$ cat src/inc/dual_timer_pkg.sv
// Overview of operation
// RL1 - two 16-bit halves, each with a counter and two reload/capture slots
// RL2 - split bit chooses two 16-bit timers or one 32-bit timer
// RL3 - any of eight lines or cascade triggers can drive any function
// RL4 - each trigger acts on rising, falling or both edges
// RL5 - joined halves obey lower half controls; split halves obey their own
// RL6 - clock source picks module clock, external count or quadrature counting
// RL7 - count trigger chosen from a line or cascade trigger with its own edge
// RL8 - run bit set/cleared by request bits and by start/stop line edges
// RL9 - one-shot mode stops the half on its own overflow or underflow
// RL10 - run bits read back the running or stopped state
// RL11 - direction fixed up, fixed down, or toggled by an edge on a line
// RL12 - clear source: external edge, capture-0 event or capture-1 event
// RL13 - both slots of each half have their own mode, source and edge
// RL14 - slot modes: off, capture, reload on wrap, external, per direction
// RL15 - slot trigger taken from a line or cascade trigger with its edge
// RL16 - quadrature: edges of two encoder phases count, phase sets direction
// RL17 - eight output bits drive the port pins and software writes them
// RL18 - each output picks one of six overflow sources that toggles it
// RL19 - eight request nodes, each free to select any of sixteen events
// RL20 - events: start, stop, slots, overflow, lower up/down and clear, cascade
// RL21 - request events are taken straight from the edge selection stage
// RL22 - one event may fire several request nodes at once
// RL23 - joined mode: upper half takes carry/borrow, overflow shown as lower's
package dual_timer_pkg;

  localparam logic [7:0] OFS_CASC_IRS  = 8'h10;
  localparam logic [7:0] OFS_CASC_OTS  = 8'h14;
  localparam logic [7:0] OFS_CON       = 8'h18;
  localparam logic [7:0] OFS_RCCON     = 8'h1C;
  localparam logic [7:0] OFS_AIS       = 8'h20;
  localparam logic [7:0] OFS_BIS       = 8'h24;
  localparam logic [7:0] OFS_ES        = 8'h28;
  localparam logic [7:0] OFS_OUTPUT_SOURCE_SELECT      = 8'h2C;
  localparam logic [7:0] OFS_OUT       = 8'h30;
  localparam logic [7:0] OFS_C0_CNT    = 8'h34;
  localparam logic [7:0] OFS_C0_CNT24  = 8'h38;
  localparam logic [7:0] OFS_C0_REL    = 8'h3C;
  localparam logic [7:0] OFS_C0_REL24  = 8'h40;
  localparam logic [7:0] OFS_C1_CNT    = 8'h44;
  localparam logic [7:0] OFS_C1_CNT24  = 8'h48;
  localparam logic [7:0] OFS_C1_REL    = 8'h4C;
  localparam logic [7:0] OFS_C1_REL24  = 8'h50;
  localparam logic [7:0] OFS_COUNT     = 8'h54;
  localparam logic [7:0] OFS_RC0       = 8'h58;
  localparam logic [7:0] OFS_RC1       = 8'h5C;
  localparam logic [7:0] OFS_RUN       = 8'h60;
  localparam logic [7:0] OFS_SERVICE_REQUEST_SELECT     = 8'hDC;

  localparam int HALF_W      = 16;
  localparam int FLD_CSRC    = 0;
  localparam int FLD_CDIR    = 2;
  localparam int FLD_CCLR    = 4;
  localparam int FLD_ONESHOT = 6;
  localparam int FLD_DIR     = 7;
  localparam int FLD_SPLIT   = 31;
  localparam int FLD_MRC1    = 4;
  localparam int RUN_STRIDE  = 4;
  localparam int FLD_RUN     = 0;
  localparam int FLD_SETR    = 1;
  localparam int FLD_CLRR    = 2;

  // nibble index of each function in the input select registers
  localparam int F_CNT = 0;
  localparam int F_STR = 1;
  localparam int F_STP = 2;
  localparam int F_UD  = 3;
  localparam int F_CLR = 4;
  localparam int F_RC0 = 5;
  localparam int F_RC1 = 6;
  localparam int N_FUNC = 7;

  localparam logic [31:0] MASK_CON   = 32'h807F_007F;
  localparam logic [31:0] MASK_RCCON = 32'h0077_0077;
  localparam logic [31:0] MASK_IS    = 32'h0FFF_FFFF;
  localparam logic [31:0] MASK_ES    = 32'h3FFF_3FFF;
  localparam logic [31:0] MASK_OUTPUT_SOURCE_SELECT  = 32'h7777_7777;
  localparam logic [31:0] MASK_OUT   = 32'h0000_00FF;
  localparam logic [31:0] RST_VAL    = 32'h0000_0000;
  localparam logic [2:0]  OUTPUT_SOURCE_SELECT_NSRC  = 3'h6;

  typedef enum logic [1:0] {CS_CLOCK, CS_EXT, CS_QUAD, CS_NONE} csrc_t;
  typedef enum logic [1:0] {DS_UP, DS_DOWN, DS_LINE, DS_HOLD} dsrc_t;
  typedef enum logic [1:0] {CL_NONE, CL_EXT, CL_CP0, CL_CP1} csel_t;
  typedef enum logic [2:0] {
    RC_OFF, RC_CAPTURE, RC_REL_OUV, RC_REL_EXT,
    RC_REL_OVF, RC_REL_UNF, RC_REL_EXT_UP, RC_REL_EXT_DN
  } rc_mode_t;

endpackage

$ cat src/hdl/dual_timer_unit.sv
// The plain strobed port was chosen for this implementation.
`timescale 1ns/1ps
module dual_timer_unit
  import dual_timer_pkg::*;
(
  input  wire logic        CLK,        // module clock, 250 MHz
  input  wire logic        SYS_RST,    // synchronous reset, active high
  input  wire logic [7:0]  ADDR,       // register byte address
  input  wire logic [31:0] WDATA,      // write data
  input  wire logic        WR,         // write strobe
  input  wire logic        RD,         // read strobe
  output logic      [31:0] RDATA,      // read data, cycle after RD
  input  wire logic [7:0]  IN_LINES,   // external input lines, asynchronous
  input  wire logic [3:0]  CASC_TRG,   // cascade trigger signals
  input  wire logic [3:0]  CASC_OUT,   // cascade output overflow selections
  input  wire logic [3:0]  CASC_SR,    // cascade request overflow selections
  output logic      [7:0]  OUT_PINS,   // output latch bits to the port
  output logic      [7:0]  SR_REQ,     // request node pulses
  output logic      [1:0]  OUV_HALF    // overflow pulses of lower/upper half
);

  typedef struct packed {
    logic [7:0]  sync1;
    logic [7:0]  sync2;
    logic [11:0] prev;
    logic [1:0]  run;
    logic [1:0]  dir;
    logic [31:0] cnt;
    logic [31:0] rc0;
    logic [31:0] rc1;
    logic [31:0] con;
    logic [31:0] rccon;
    logic [31:0] ais;
    logic [31:0] bis;
    logic [31:0] es;
    logic [31:0] output_source_select;
    logic [31:0] service_request_select;
    logic [31:0] rdata;
    logic [7:0]  outl;
    logic [7:0]  sr;
    logic [1:0]  ouv;
  } state_t;

  state_t s_q;
  state_t s_d;

  function automatic logic [3:0] line_idx(input logic [3:0] sel);
    line_idx = sel[3] ? {2'b10, sel[1:0]} : {1'b0, sel[2:0]};
  endfunction

  // edge-qualified event of the selected line
  function automatic logic line_ev(input logic [11:0] cur, input logic [11:0] prv,
                                   input logic [3:0] sel, input logic [1:0] edg);
    logic [3:0] i;
    i = line_idx(sel);
    line_ev = (edg[0] & cur[i] & ~prv[i]) | (edg[1] & ~cur[i] & prv[i]); // [RL4]
  endfunction

  function automatic logic line_lvl(input logic [11:0] v, input logic [3:0] sel);
    line_lvl = v[line_idx(sel)];
  endfunction

  always_comb begin
    logic [11:0]      cur;
    logic [1:0][6:0]  ev;
    logic [31:0]      selr;
    logic             split;
    logic             w32;
    logic [15:0]      ctl;
    logic [15:0]      rcm;
    logic [31:0]      v;
    logic [31:0]      nv;
    logic [31:0]      r0;
    logic [31:0]      r1;
    logic             qa;
    logic             qb;
    logic             qap;
    logic             qbp;
    logic             qstep;
    logic             cevt;
    logic             step;
    logic             up;
    logic             wrap;
    logic             ouv;
    logic             cap0;
    logic             cap1;
    logic             rl0;
    logic             rl1;
    logic             clr;
    logic [1:0]       setr;
    logic [1:0]       clrr;
    logic [1:0]       ouv_now;
    logic [5:0]       osrc;
    logic [15:0]      evs;
    logic [2:0]       output_source_select_f;
    logic [2:0]       m;
    cur     = {CASC_TRG, s_q.sync2};
    ev      = '0;
    selr    = '0;
    split   = s_q.con[FLD_SPLIT];
    w32     = 1'b0;
    ctl     = '0;
    rcm     = '0;
    v       = '0;
    nv      = '0;
    r0      = '0;
    r1      = '0;
    qa      = 1'b0;
    qb      = 1'b0;
    qap     = 1'b0;
    qbp     = 1'b0;
    qstep   = 1'b0;
    cevt    = 1'b0;
    step    = 1'b0;
    up      = 1'b0;
    wrap    = 1'b0;
    ouv     = 1'b0;
    cap0    = 1'b0;
    cap1    = 1'b0;
    rl0     = 1'b0;
    rl1     = 1'b0;
    clr     = 1'b0;
    setr    = '0;
    clrr    = '0;
    ouv_now = '0;
    osrc    = '0;
    evs     = '0;
    output_source_select_f  = '0;
    m       = '0;
    s_d     = s_q;

    // only the second stage reads the first
    s_d.sync1 = IN_LINES;
    s_d.sync2 = s_q.sync1;
    s_d.prev  = cur;

    // run requests from software, write-one pulses
    setr[0] = WR && ADDR == OFS_RUN && WDATA[FLD_SETR];                      // [RL8]
    clrr[0] = WR && ADDR == OFS_RUN && WDATA[FLD_CLRR];                      // [RL8]
    setr[1] = WR && ADDR == OFS_RUN && WDATA[RUN_STRIDE + FLD_SETR];         // [RL8]
    clrr[1] = WR && ADDR == OFS_RUN && WDATA[RUN_STRIDE + FLD_CLRR];         // [RL8]

    // edge selection stage, per half and function
    for (int h = 0; h < 2; h++) begin
      selr = (h == 0) ? s_q.ais : s_q.bis;
      for (int f = 0; f < N_FUNC; f++) begin
        ev[h][f] = line_ev(cur, s_q.prev, selr[f*4 +: 4],
                           s_q.es[h*HALF_W + f*2 +: 2]);                      // [RL3] [RL7] [RL15]
      end
    end

    for (int h = 0; h < 2; h++) begin
      if (h == 0 || split) begin
        // joined mode lets the lower half's controls run all 32 bits
        w32  = ~split;                                                       // [RL2] [RL5]
        ctl  = s_q.con[h*HALF_W +: HALF_W];                                  // [RL5]
        rcm  = s_q.rccon[h*HALF_W +: HALF_W];                                // [RL13]
        selr = (h == 0) ? s_q.ais : s_q.bis;

        // quadrature decode on the levels of count and up/down lines
        qa    = line_lvl(cur, selr[F_CNT*4 +: 4]);
        qb    = line_lvl(cur, selr[F_UD*4 +: 4]);
        qap   = line_lvl(s_q.prev, selr[F_CNT*4 +: 4]);
        qbp   = line_lvl(s_q.prev, selr[F_UD*4 +: 4]);
        qstep = (qa ^ qap) | (qb ^ qbp);                                     // [RL16]

        if (csrc_t'(ctl[FLD_CSRC +: 2]) == CS_QUAD) begin
          if (qstep) begin
            s_d.dir[h] = ~(qa ^ qbp);                                        // [RL16]
          end
        end else begin
          case (dsrc_t'(ctl[FLD_CDIR +: 2]))
            DS_UP:   s_d.dir[h] = 1'b0;                                      // [RL11]
            DS_DOWN: s_d.dir[h] = 1'b1;                                      // [RL11]
            DS_LINE: s_d.dir[h] = s_q.dir[h] ^ ev[h][F_UD];                  // [RL11]
            default: s_d.dir[h] = s_q.dir[h];
          endcase
        end
        up = ~s_d.dir[h];

        case (csrc_t'(ctl[FLD_CSRC +: 2]))
          CS_CLOCK: cevt = 1'b1;                                             // [RL6]
          CS_EXT:   cevt = ev[h][F_CNT];                                     // [RL6] [RL7]
          CS_QUAD:  cevt = qstep;                                            // [RL6] [RL16]
          default:  cevt = 1'b0;
        endcase
        step = s_q.run[h] & cevt;

        v  = w32 ? s_q.cnt : {16'h0000, s_q.cnt[h*HALF_W +: HALF_W]};
        r0 = w32 ? s_q.rc0 : {16'h0000, s_q.rc0[h*HALF_W +: HALF_W]};
        r1 = w32 ? s_q.rc1 : {16'h0000, s_q.rc1[h*HALF_W +: HALF_W]};
        // upper half rides on the lower half's carry/borrow in 32-bit mode
        if (w32) begin
          wrap = up ? (v == 32'hFFFF_FFFF) : (v == 32'h0000_0000);           // [RL23]
        end else begin
          wrap = up ? (v[15:0] == 16'hFFFF) : (v[15:0] == 16'h0000);         // [RL1]
        end
        ouv = step & wrap;
        nv  = step ? (up ? v + 32'h1 : v - 32'h1) : v;
        if (!w32) begin
          nv[31:16] = 16'h0000;
        end

        m = rcm[0 +: 3];
        cap0 = (rc_mode_t'(m) == RC_CAPTURE) & ev[h][F_RC0];                 // [RL14]
        case (rc_mode_t'(m))
          RC_REL_OUV:    rl0 = ouv;                                          // [RL14]
          RC_REL_EXT:    rl0 = ev[h][F_RC0];
          RC_REL_OVF:    rl0 = ouv & up;
          RC_REL_UNF:    rl0 = ouv & ~up;
          RC_REL_EXT_UP: rl0 = ev[h][F_RC0] & ~s_q.dir[h];
          RC_REL_EXT_DN: rl0 = ev[h][F_RC0] & s_q.dir[h];
          default:       rl0 = 1'b0;
        endcase
        m = rcm[FLD_MRC1 +: 3];
        cap1 = (rc_mode_t'(m) == RC_CAPTURE) & ev[h][F_RC1];                 // [RL13] [RL14]
        case (rc_mode_t'(m))
          RC_REL_OUV:    rl1 = ouv;                                          // [RL14]
          RC_REL_EXT:    rl1 = ev[h][F_RC1];
          RC_REL_OVF:    rl1 = ouv & up;
          RC_REL_UNF:    rl1 = ouv & ~up;
          RC_REL_EXT_UP: rl1 = ev[h][F_RC1] & ~s_q.dir[h];
          RC_REL_EXT_DN: rl1 = ev[h][F_RC1] & s_q.dir[h];
          default:       rl1 = 1'b0;
        endcase

        case (csel_t'(ctl[FLD_CCLR +: 2]))
          CL_EXT:  clr = ev[h][F_CLR];                                       // [RL12]
          CL_CP0:  clr = cap0;                                               // [RL12]
          CL_CP1:  clr = cap1;                                               // [RL12]
          default: clr = 1'b0;
        endcase

        // capture takes the value seen at the event, before clearing
        if (cap0) begin
          r0 = v;
        end
        if (cap1) begin
          r1 = v;
        end
        if (clr) begin
          nv = 32'h0000_0000;
        end
        if (rl0) begin
          nv = w32 ? s_q.rc0 : {16'h0000, s_q.rc0[h*HALF_W +: HALF_W]};
        end
        if (rl1) begin
          nv = w32 ? s_q.rc1 : {16'h0000, s_q.rc1[h*HALF_W +: HALF_W]};
        end

        if (w32) begin
          s_d.cnt = nv;
          s_d.rc0 = r0;
          s_d.rc1 = r1;
        end else begin
          s_d.cnt[h*HALF_W +: HALF_W] = nv[15:0];
          s_d.rc0[h*HALF_W +: HALF_W] = r0[15:0];
          s_d.rc1[h*HALF_W +: HALF_W] = r1[15:0];
        end
        ouv_now[h] = ouv;                                                    // [RL23]

        // start beats stop so a start in the stopping cycle is kept
        if (setr[h] | ev[h][F_STR]) begin
          s_d.run[h] = 1'b1;                                                 // [RL8]
        end else if (clrr[h] | ev[h][F_STP] | (ctl[FLD_ONESHOT] & ouv)) begin
          s_d.run[h] = 1'b0;                                                 // [RL8] [RL9]
        end
      end
    end
    // in joined mode the upper run bit still follows its own requests
    if (!split) begin
      if (setr[1] | ev[1][F_STR]) begin
        s_d.run[1] = 1'b1;
      end else if (clrr[1] | ev[1][F_STP]) begin
        s_d.run[1] = 1'b0;
      end
    end
    s_d.ouv = ouv_now;

    // register writes; a software write beats the counter and slot updates
    if (WR) begin
      case (ADDR)
        OFS_CON:   s_d.con   = WDATA & MASK_CON;                             // [RL2]
        OFS_RCCON: s_d.rccon = WDATA & MASK_RCCON;
        OFS_AIS:   s_d.ais   = WDATA & MASK_IS;
        OFS_BIS:   s_d.bis   = WDATA & MASK_IS;
        OFS_ES:    s_d.es    = WDATA & MASK_ES;
        OFS_OUTPUT_SOURCE_SELECT:  s_d.output_source_select  = WDATA & MASK_OUTPUT_SOURCE_SELECT;
        OFS_OUT:   s_d.outl  = WDATA[7:0];                                   // [RL17]
        OFS_COUNT: s_d.cnt   = WDATA;
        OFS_RC0:   s_d.rc0   = WDATA;
        OFS_RC1:   s_d.rc1   = WDATA;
        OFS_SERVICE_REQUEST_SELECT: s_d.service_request_select = WDATA;
        default:   s_d.service_request_select = s_d.service_request_select;
      endcase
    end

    // output bits toggle on their chosen overflow, on top of any write
    osrc = {ouv_now, CASC_OUT};
    for (int i = 0; i < 8; i++) begin
      output_source_select_f = s_q.output_source_select[i*4 +: 3];
      if (output_source_select_f < OUTPUT_SOURCE_SELECT_NSRC && osrc[output_source_select_f]) begin
        s_d.outl[i] = ~s_d.outl[i];                                          // [RL18]
      end
    end

    // request events straight from the edge selection stage
    evs = {CASC_SR, ouv_now[1], ev[1][F_RC1], ev[1][F_RC0], ev[1][F_STP],
           ev[1][F_STR], ouv_now[0], ev[0][F_RC1], ev[0][F_RC0],
           ev[0][F_CLR], ev[0][F_UD], ev[0][F_STP], ev[0][F_STR]};           // [RL20] [RL21]
    for (int i = 0; i < 8; i++) begin
      s_d.sr[i] = evs[s_q.service_request_select[i*4 +: 4]];                                  // [RL19] [RL22]
    end

    s_d.rdata = '0;
    if (RD) begin
      case (ADDR)
        OFS_CON:   s_d.rdata = {s_q.con[31:24], s_q.dir[1], s_q.con[22:8],
                                s_q.dir[0], s_q.con[6:0]};
        OFS_RCCON: s_d.rdata = s_q.rccon;
        OFS_AIS:   s_d.rdata = s_q.ais;
        OFS_BIS:   s_d.rdata = s_q.bis;
        OFS_ES:    s_d.rdata = s_q.es;
        OFS_OUTPUT_SOURCE_SELECT:  s_d.rdata = s_q.output_source_select;
        OFS_OUT:   s_d.rdata = {24'h000000, s_q.outl};                       // [RL17]
        OFS_COUNT: s_d.rdata = s_q.cnt;
        OFS_RC0:   s_d.rdata = s_q.rc0;
        OFS_RC1:   s_d.rdata = s_q.rc1;
        OFS_RUN:   s_d.rdata = {27'h0, s_q.run[1], 3'h0, s_q.run[0]};         // [RL10]
        OFS_SERVICE_REQUEST_SELECT: s_d.rdata = s_q.service_request_select;
        default:   s_d.rdata = '0;
      endcase
    end
  end

  always_ff @(posedge CLK) begin
    if (SYS_RST) begin
      s_q <= '0;
    end else begin
      s_q <= s_d;
    end
  end

  assign RDATA    = s_q.rdata;
  assign OUT_PINS = s_q.outl;
  assign SR_REQ   = s_q.sr;
  assign OUV_HALF = s_q.ouv;

endmodule // dual_timer_unit

$ cat config.mk
export PLATFORM = sky130hd
export DESIGN_NAME = dual_timer_unit
export DESIGN_NICKNAME = d
export VERILOG_FILES = /design/src/inc/dual_timer_pkg.sv /design/src/hdl/dual_timer_unit.sv
export SDC_FILE = /design/constraint.sdc
export NUM_CORES = 1
export LEC_CHECK = 0
export BUFFER_PORTS_ARGS = -buffer_cell sky130_fd_sc_hd__buf_4
export CAP_MARGIN = 20
export CELL_PAD_IN_SITES_DETAIL_PLACEMENT = 0
export CELL_PAD_IN_SITES_GLOBAL_PLACEMENT = 2
export CORE_MARGIN = 5
export CORE_UTILIZATION = 35
export DETAILED_ROUTE_END_ITERATION = 12
export GPL_TIMING_DRIVEN = 0
export PLACE_DENSITY_LB_ADDON = 0.1
export SYNTH_ARGS = -nofsm -noshare
export SYNTH_HDL_FRONTEND = slang
export SYNTH_SLANG_ARGS = --single-unit
$ cat constraint.sdc
create_clock -name CLK -period 7.4 [get_ports CLK]
set_input_delay 2.22 -clock CLK [delete_from_list [all_inputs] [get_ports CLK]]
set_output_delay 2.22 -clock CLK [all_outputs]
set_load 0.01 [all_outputs]
**Word level (Yosys, flattened, before mapping)**

Cells that the tools add are included.

- Flip-flop bits (word level): 345
- Input bits: 64
- Output and inout bits: 50
- Word-level logic and storage cells: 477

- Add/subtract/negate cells: 4
- Order comparisons: 38
- Eq/ne operators: 57
- Mux-type cells: 177
- Bitwise operators: 151
- Reductions and logical operators: 29

Operators with widths:

| cell | count |
|---|---|
| two-way mux 32 bit | 15 |
| one-hot mux 32 bit (12 select lines) | 1 |
| two-way mux 320 bit | 1 |
| binary-select mux 1 bit (select 4 bit) | 36 |
| two-way mux 16 bit | 9 |
| < comparator 4 x 5 -> 1 bit (second input constant) | 22 |
| two-way mux 96 bit | 1 |
| bitwise AND 1 bit | 78 |
| two-way mux 1 bit | 75 |
| two-way mux 28 bit | 2 |
| two-way mux 4 bit | 14 |
| equality test 3 bit (second input constant) | 16 |
| NOT 1 bit | 43 |
| equality test 8 x 6 -> 1 bit (second input constant) | 5 |
| adder 32 x 1 -> 32 bit (second input constant) | 1 |
| equality test 16 bit (second input constant) | 2 |
| equality test 32 bit (second input constant) | 1 |
| equality test 8 x 7 -> 1 bit (second input constant) | 4 |
| zero test 16 bit | 2 |
| zero test 32 bit | 1 |
| < comparator 3 x 4 -> 1 bit (second input constant) | 8 |
| subtractor 32 x 1 -> 32 bit (second input constant) | 1 |
| two-way mux 31 bit | 1 |
| two-way mux 30 bit | 1 |
| other kinds (21) | 116 |

**Longest topological paths before layout**

- Word-level depth: 22
- Depth in mapped cells: 22
- Mapped depth without buffers: 19

**Worst setup path before layout**

Ideal clock, no wire load.

- Kind: input port to flip-flop
- Start: in CASC_TRG[3]
- End: reg s_q[360] (netlist bit)
- Library setup time: 0.091 ns
- Arrival: 7.038 ns
- Data required time: 7.309 ns
- Setup slack: 0.271 ns
- Cell stages on the path: 21
- Buffers on the path: 2
- Cell sequence: mux4_2 -> nand2_1 -> o21ai_1 -> and2_1 -> a221o_1 -> o22a_1 -> inv_2 -> buf_2 -> fa_1 -> nand3_1 -> a21oi_1 -> o211ai_1 -> a2111oi_0 -> o31a_1 -> clkbuf_1 -> nand2_1 -> mux2i_1 -> mux2_2 -> a211oi_2 -> o221ai_1 -> a311oi_1

- Word-level cells in the longest chain between the ends: 21
- Elaborated cells between the ends (all ways): 152
- Those cells by class: 58 x mux; 94 x bitwise

Ends and longest elaborated chain:

| element | RTL line | RTL |
|---|---|---|
| from (decl) | dual_timer_unit.sv:14 | `input wire logic [3:0] CASC_TRG,` |
| binary-select mux 1 bit (select 4 bit) | dual_timer_unit.sv:56, dual_timer_unit.sv:60 |  |
| two-way mux 1 bit (implied by the code) | dual_timer_unit.sv:56, dual_timer_unit.sv:60 |  |
| NOT 1 bit | dual_timer_unit.sv:56 | `line_ev = (edg[0] & cur[i] & ~prv[i]) \| (edg[1] & ~cur[i] & prv[i]);` |
| bitwise AND 1 bit (2 in a row) | dual_timer_unit.sv:56 |  |
| OR 1 bit | dual_timer_unit.sv:56 |  |
| bitwise XOR 1 bit | dual_timer_unit.sv:175 | `DS_LINE: s_d.dir[h] = s_q.dir[h] ^ ev[h][F_UD];` |
| one-hot mux 1 bit (3 select lines) | dual_timer_unit.sv:172 | `case (dsrc_t'(ctl[FLD_CDIR +: 2]))` |
| two-way mux 1 bit | dual_timer_unit.sv:167 | `if (csrc_t'(ctl[FLD_CSRC +: 2]) == CS_QUAD) begin` |
| [4 not listed] | - |  |
| bitwise AND 1 bit, on equally long branches | - |  |
| one-hot mux 1 bit (6 select lines) | dual_timer_unit.sv:206 | `case (rc_mode_t'(m))` |
| two-way mux 1 bit | dual_timer_unit.sv:153 | `if (h == 0 \|\| split) begin` |
| two-way mux 16 bit | dual_timer_unit.sv:244 | `if (rl0) begin` |
| two-way mux 16 bit | dual_timer_unit.sv:247 | `if (rl1) begin` |
| two-way mux 96 bit * | dual_timer_unit.sv:153 |  |
| two-way mux 32 bit | dual_timer_unit.sv:282 | `case (ADDR)` |
| two-way mux 320 bit * | dual_timer_unit.sv:281 | `if (WR) begin` |
| to (signal assigned) | dual_timer_unit.sv:338 | `s_q <= '0;` |
| to (signal assigned) | dual_timer_unit.sv:340 | `s_q <= s_d;` |
| to (decl) | dual_timer_unit.sv:44 | `state_t s_q;` |

Every way passes the cells marked *; elsewhere a longest branch is shown, timed or not. The select of a mux whose other input is x is not followed.
A chain may end at the register's enable or synchronous reset.

**Worst setup path in the final report**

- Start: in CASC_TRG[3]
- End: reg s_q[359] (netlist bit)

Same word-level chain as after synthesis.

==> results.md <==
- Critical-path top delay cell: mux4_2
- Core box area: 67,400 sq um
- Delay-heaviest family, CP: compound AO/OA/AOI/OAI gates
- Crit path launch: CASC_TRG[3]
- DR iter-0 viols: 3,679
- Hold path startpoint: s_d[393]
- Starting Density: 0.3541
- TritonCTS buffer count: 43
- CP endpoint kind: register
- Hold_buf cts: 0
- Gpl congestion: 0.9802
- Overall global routing resource usage: 0.3318
- CTS root buf: clkbuf_16
- Most frequent cells in the layout: 456 x nand2_1, 345 x dfxtp_1, 250 x a21oi_1
- Final wirelength: 128,800 microns
- Final setup margin: 0.1142 ns
- Post-route ant nets: 0
- Top Ports: 114
- CP Buf/Inv Count: 3
- Chip Height: 271.1 microns
- Multi-input gate area: 15,430 sq um
- Delay of the slowest cell on the worst path: 0.53 ns
- Highest clock rate: 0.1373 GHz
- Minimum clock period: 7.286 ns
- Layout area overhead: 15.32%
- Row count: 95
- Cell count after synthesis: 2,820
- Crit Path Max Fanout: 37
- Initial antenna violation count: 5
- Layout cells sized above 1: 0.1542
- Run status: finished clean
- Most common cell after layout, fill and taps aside: nand2_1
- Reg area: 6907 sq um
- Reg clk slew, reported paths: 0.07 ns
- Largest net degree at the start of global routing: 38
- I/O Buffers: 96
- WP data arrival: 7.77 ns
- Class of the most critical hold timing path: register to register
- Die span in x: 271.1 microns
- DRC Markers: 0
- Overall power: 4556 uW
- Period utilisation layout: 0.9846
- Worst setup SP type: input pin
- H-tree levels: 2
- Clock Path Buffers: 3
- Clock sink count: 345
- Slew @ Worst Pin: 1.229 ns
- Mapped Nets: 2,927
- Reg2reg start: s_q[158]
- Unrepaired setup endpoints after global routing: true
- Headroom to the max-slew limit: 0.1810
- Pre-CTS WS: -1.975 ns
- Final hold violations: 0
- Commonest register cell after synthesis: dfxtp_1
- Pre-Repair DR Iteration Count: 6
- Vias in the first global route: 23,120
- Pwr dens: 165.5 nW/um^2
- Vias per inst: 6.524
- Hold WS: 0.4457 ns
- CTS tree: yes
- Synth warn: 0
- # Max-Cap Violations: 0
- Sequential area share after synthesis: 0.2894
- #FFs+latches synth: 345
- Setup TNS: 0 ns
- CP required: 7.88 ns
- Wire per inst: 33.17 microns
- Final net count: 3,082
- Mapped Avg Cell Area: 8.463 sq um
- Detailed placement HPWL: 99,610 microns
- Cell Area, Synth: 23,870 sq um
- DR vias: 25,330
- Yosys cell types: 89
- Die area: 73,510 sq um
- Critical path class: input pin to register
- P_leak: 0.009342 uW
- Post-synth EDFFs: 0
- Number of setup violations in the final report: 0
- # fillers: 6,842
- Critical Path, Cell by Cell: buf_4, mux4_2, nand2_1, o21ai_1, and2_1, a221o_1, o22a_2, inv_4, buf_12, ha_1, or3_1, o221ai_1, or3_1, o21a_2, a21oi_4, nand4_1, mux2_2, or3_1, a211oi_4, o221ai_1, a311oi_1
- First-pass GRT wire length: 177,600 microns
- Worst Skew: 0.01936 ns
- VDD IR max: 162.5 uV
- Clock Latency Late Sink: 0.59 ns
- Gr ovfl total: 0
- Synth async-reset ratio: 0
- CP most frequent cell: or3_1
- Max-slew violation total from the final report: 0
-- sequential cells by signal, summed over array words and instances (netlist names) --
name,flops
RDATA,32
OUT_PINS,8
OUV_HALF,2
s_q,279
s_d,16
SR_REQ,8
-- repair_timing --
| item | 4_1_cts | 5_1_grt |
|---|---|---|
| endpoints found under the setup margin | 21 | 7 |
| pin swaps | 0 | 4 |
| setup buffers | 0 | 3 |
| gates resized for setup | 16 | 11 |
| hold endpoints to repair | 0 | 0 |
-- worst paths after layout --
kind / slack, ns / cells after the start / end
setup / recovery: 0.11 / 21 / s_q[359]
hold / removal: 0.45 / 1 / s_d[381]
setup reg to reg: 1.05 / 20 / s_q[368]
hold reg to reg: 0.45 / 1 / s_d[381]
-- worst reg2reg max path: cells and delay by family, from the launching register on --
family          cells  cell delay, ns
compound gates     11            3.28
mux                 2            0.96
simple gates        3            0.57
buf+inv             2            0.55
fa+ha+maj           1            0.50
flops               1            0.30
xor+xnor            1            0.12
-- synth_stat cells (54+ instances only) --
cell | n | area (sq um)
nand2_1 | 456 | 1712
a21oi_1 | 252 | 1261
mux2i_1 | 132 | 1321
mux4_2 | 129 | 2905
dfxtp_1 | 345 | 6907
nor2_1 | 175 | 656.9
clkbuf_1 | 230 | 863.3
a22oi_1 | 59 | 442.9
a211oi_1 | 66 | 495.5
o21ai_0 | 66 | 330.3
nor2b_1 | 54 | 337.8
buf_4 | 59 | 442.9
-- final cells by class --
type	instances	share of cell area
diodes	1	0.00009092
plain buffers	338	0.05669
clock buffers	60	0.04660
clock inverters	19	0.009865
inverters	35	0.004864
multi-input cells	2102	0.5605
flip-flops and latches	345	0.2509
well taps	873	0.03969
repair buffers	110	0.03073
-- layer usage --
metal	vias up	share of wire	track usage
li1	10750	-	-
met1	12670	0.43	0.4783
met2	1603	0.43	0.4996
met3	295	0.096	0.06508
met4	8	0.040	0.1096
met5	-	0.00031	0
-- report_power, final --
part	total (uW)	internal [uW]	switching [uW]
logic	306	105	201
registers	1890	1870	18.1
clock network	2360	1420	937
total	4560	3400	1160
-- per-stage QoR --
step	utilization	instances	instance area (sq um)
2_1_floorplan	-	2820	23870
3_3_place_gp	0.3810	3789	25680
3_5_place_dp	0.3826	3796	25780
4_1_cts	0.4066	3875	27400
5_1_grt	0.4083	3882	27520
6_report	0.4084	3883	27520
-- kinds of logic after synthesis --
group / share of synthesized area
AOI/OAI and AO/OA: 0.2221
xor gates and xnor gates: 0.02055
and+or+nand+nor: 0.1766
DFF: 0.2894
muxes: 0.1980
adders and majority gates: 0.02317
buffers and inverters: 0.07020
(Power assumes the default switching activity.)
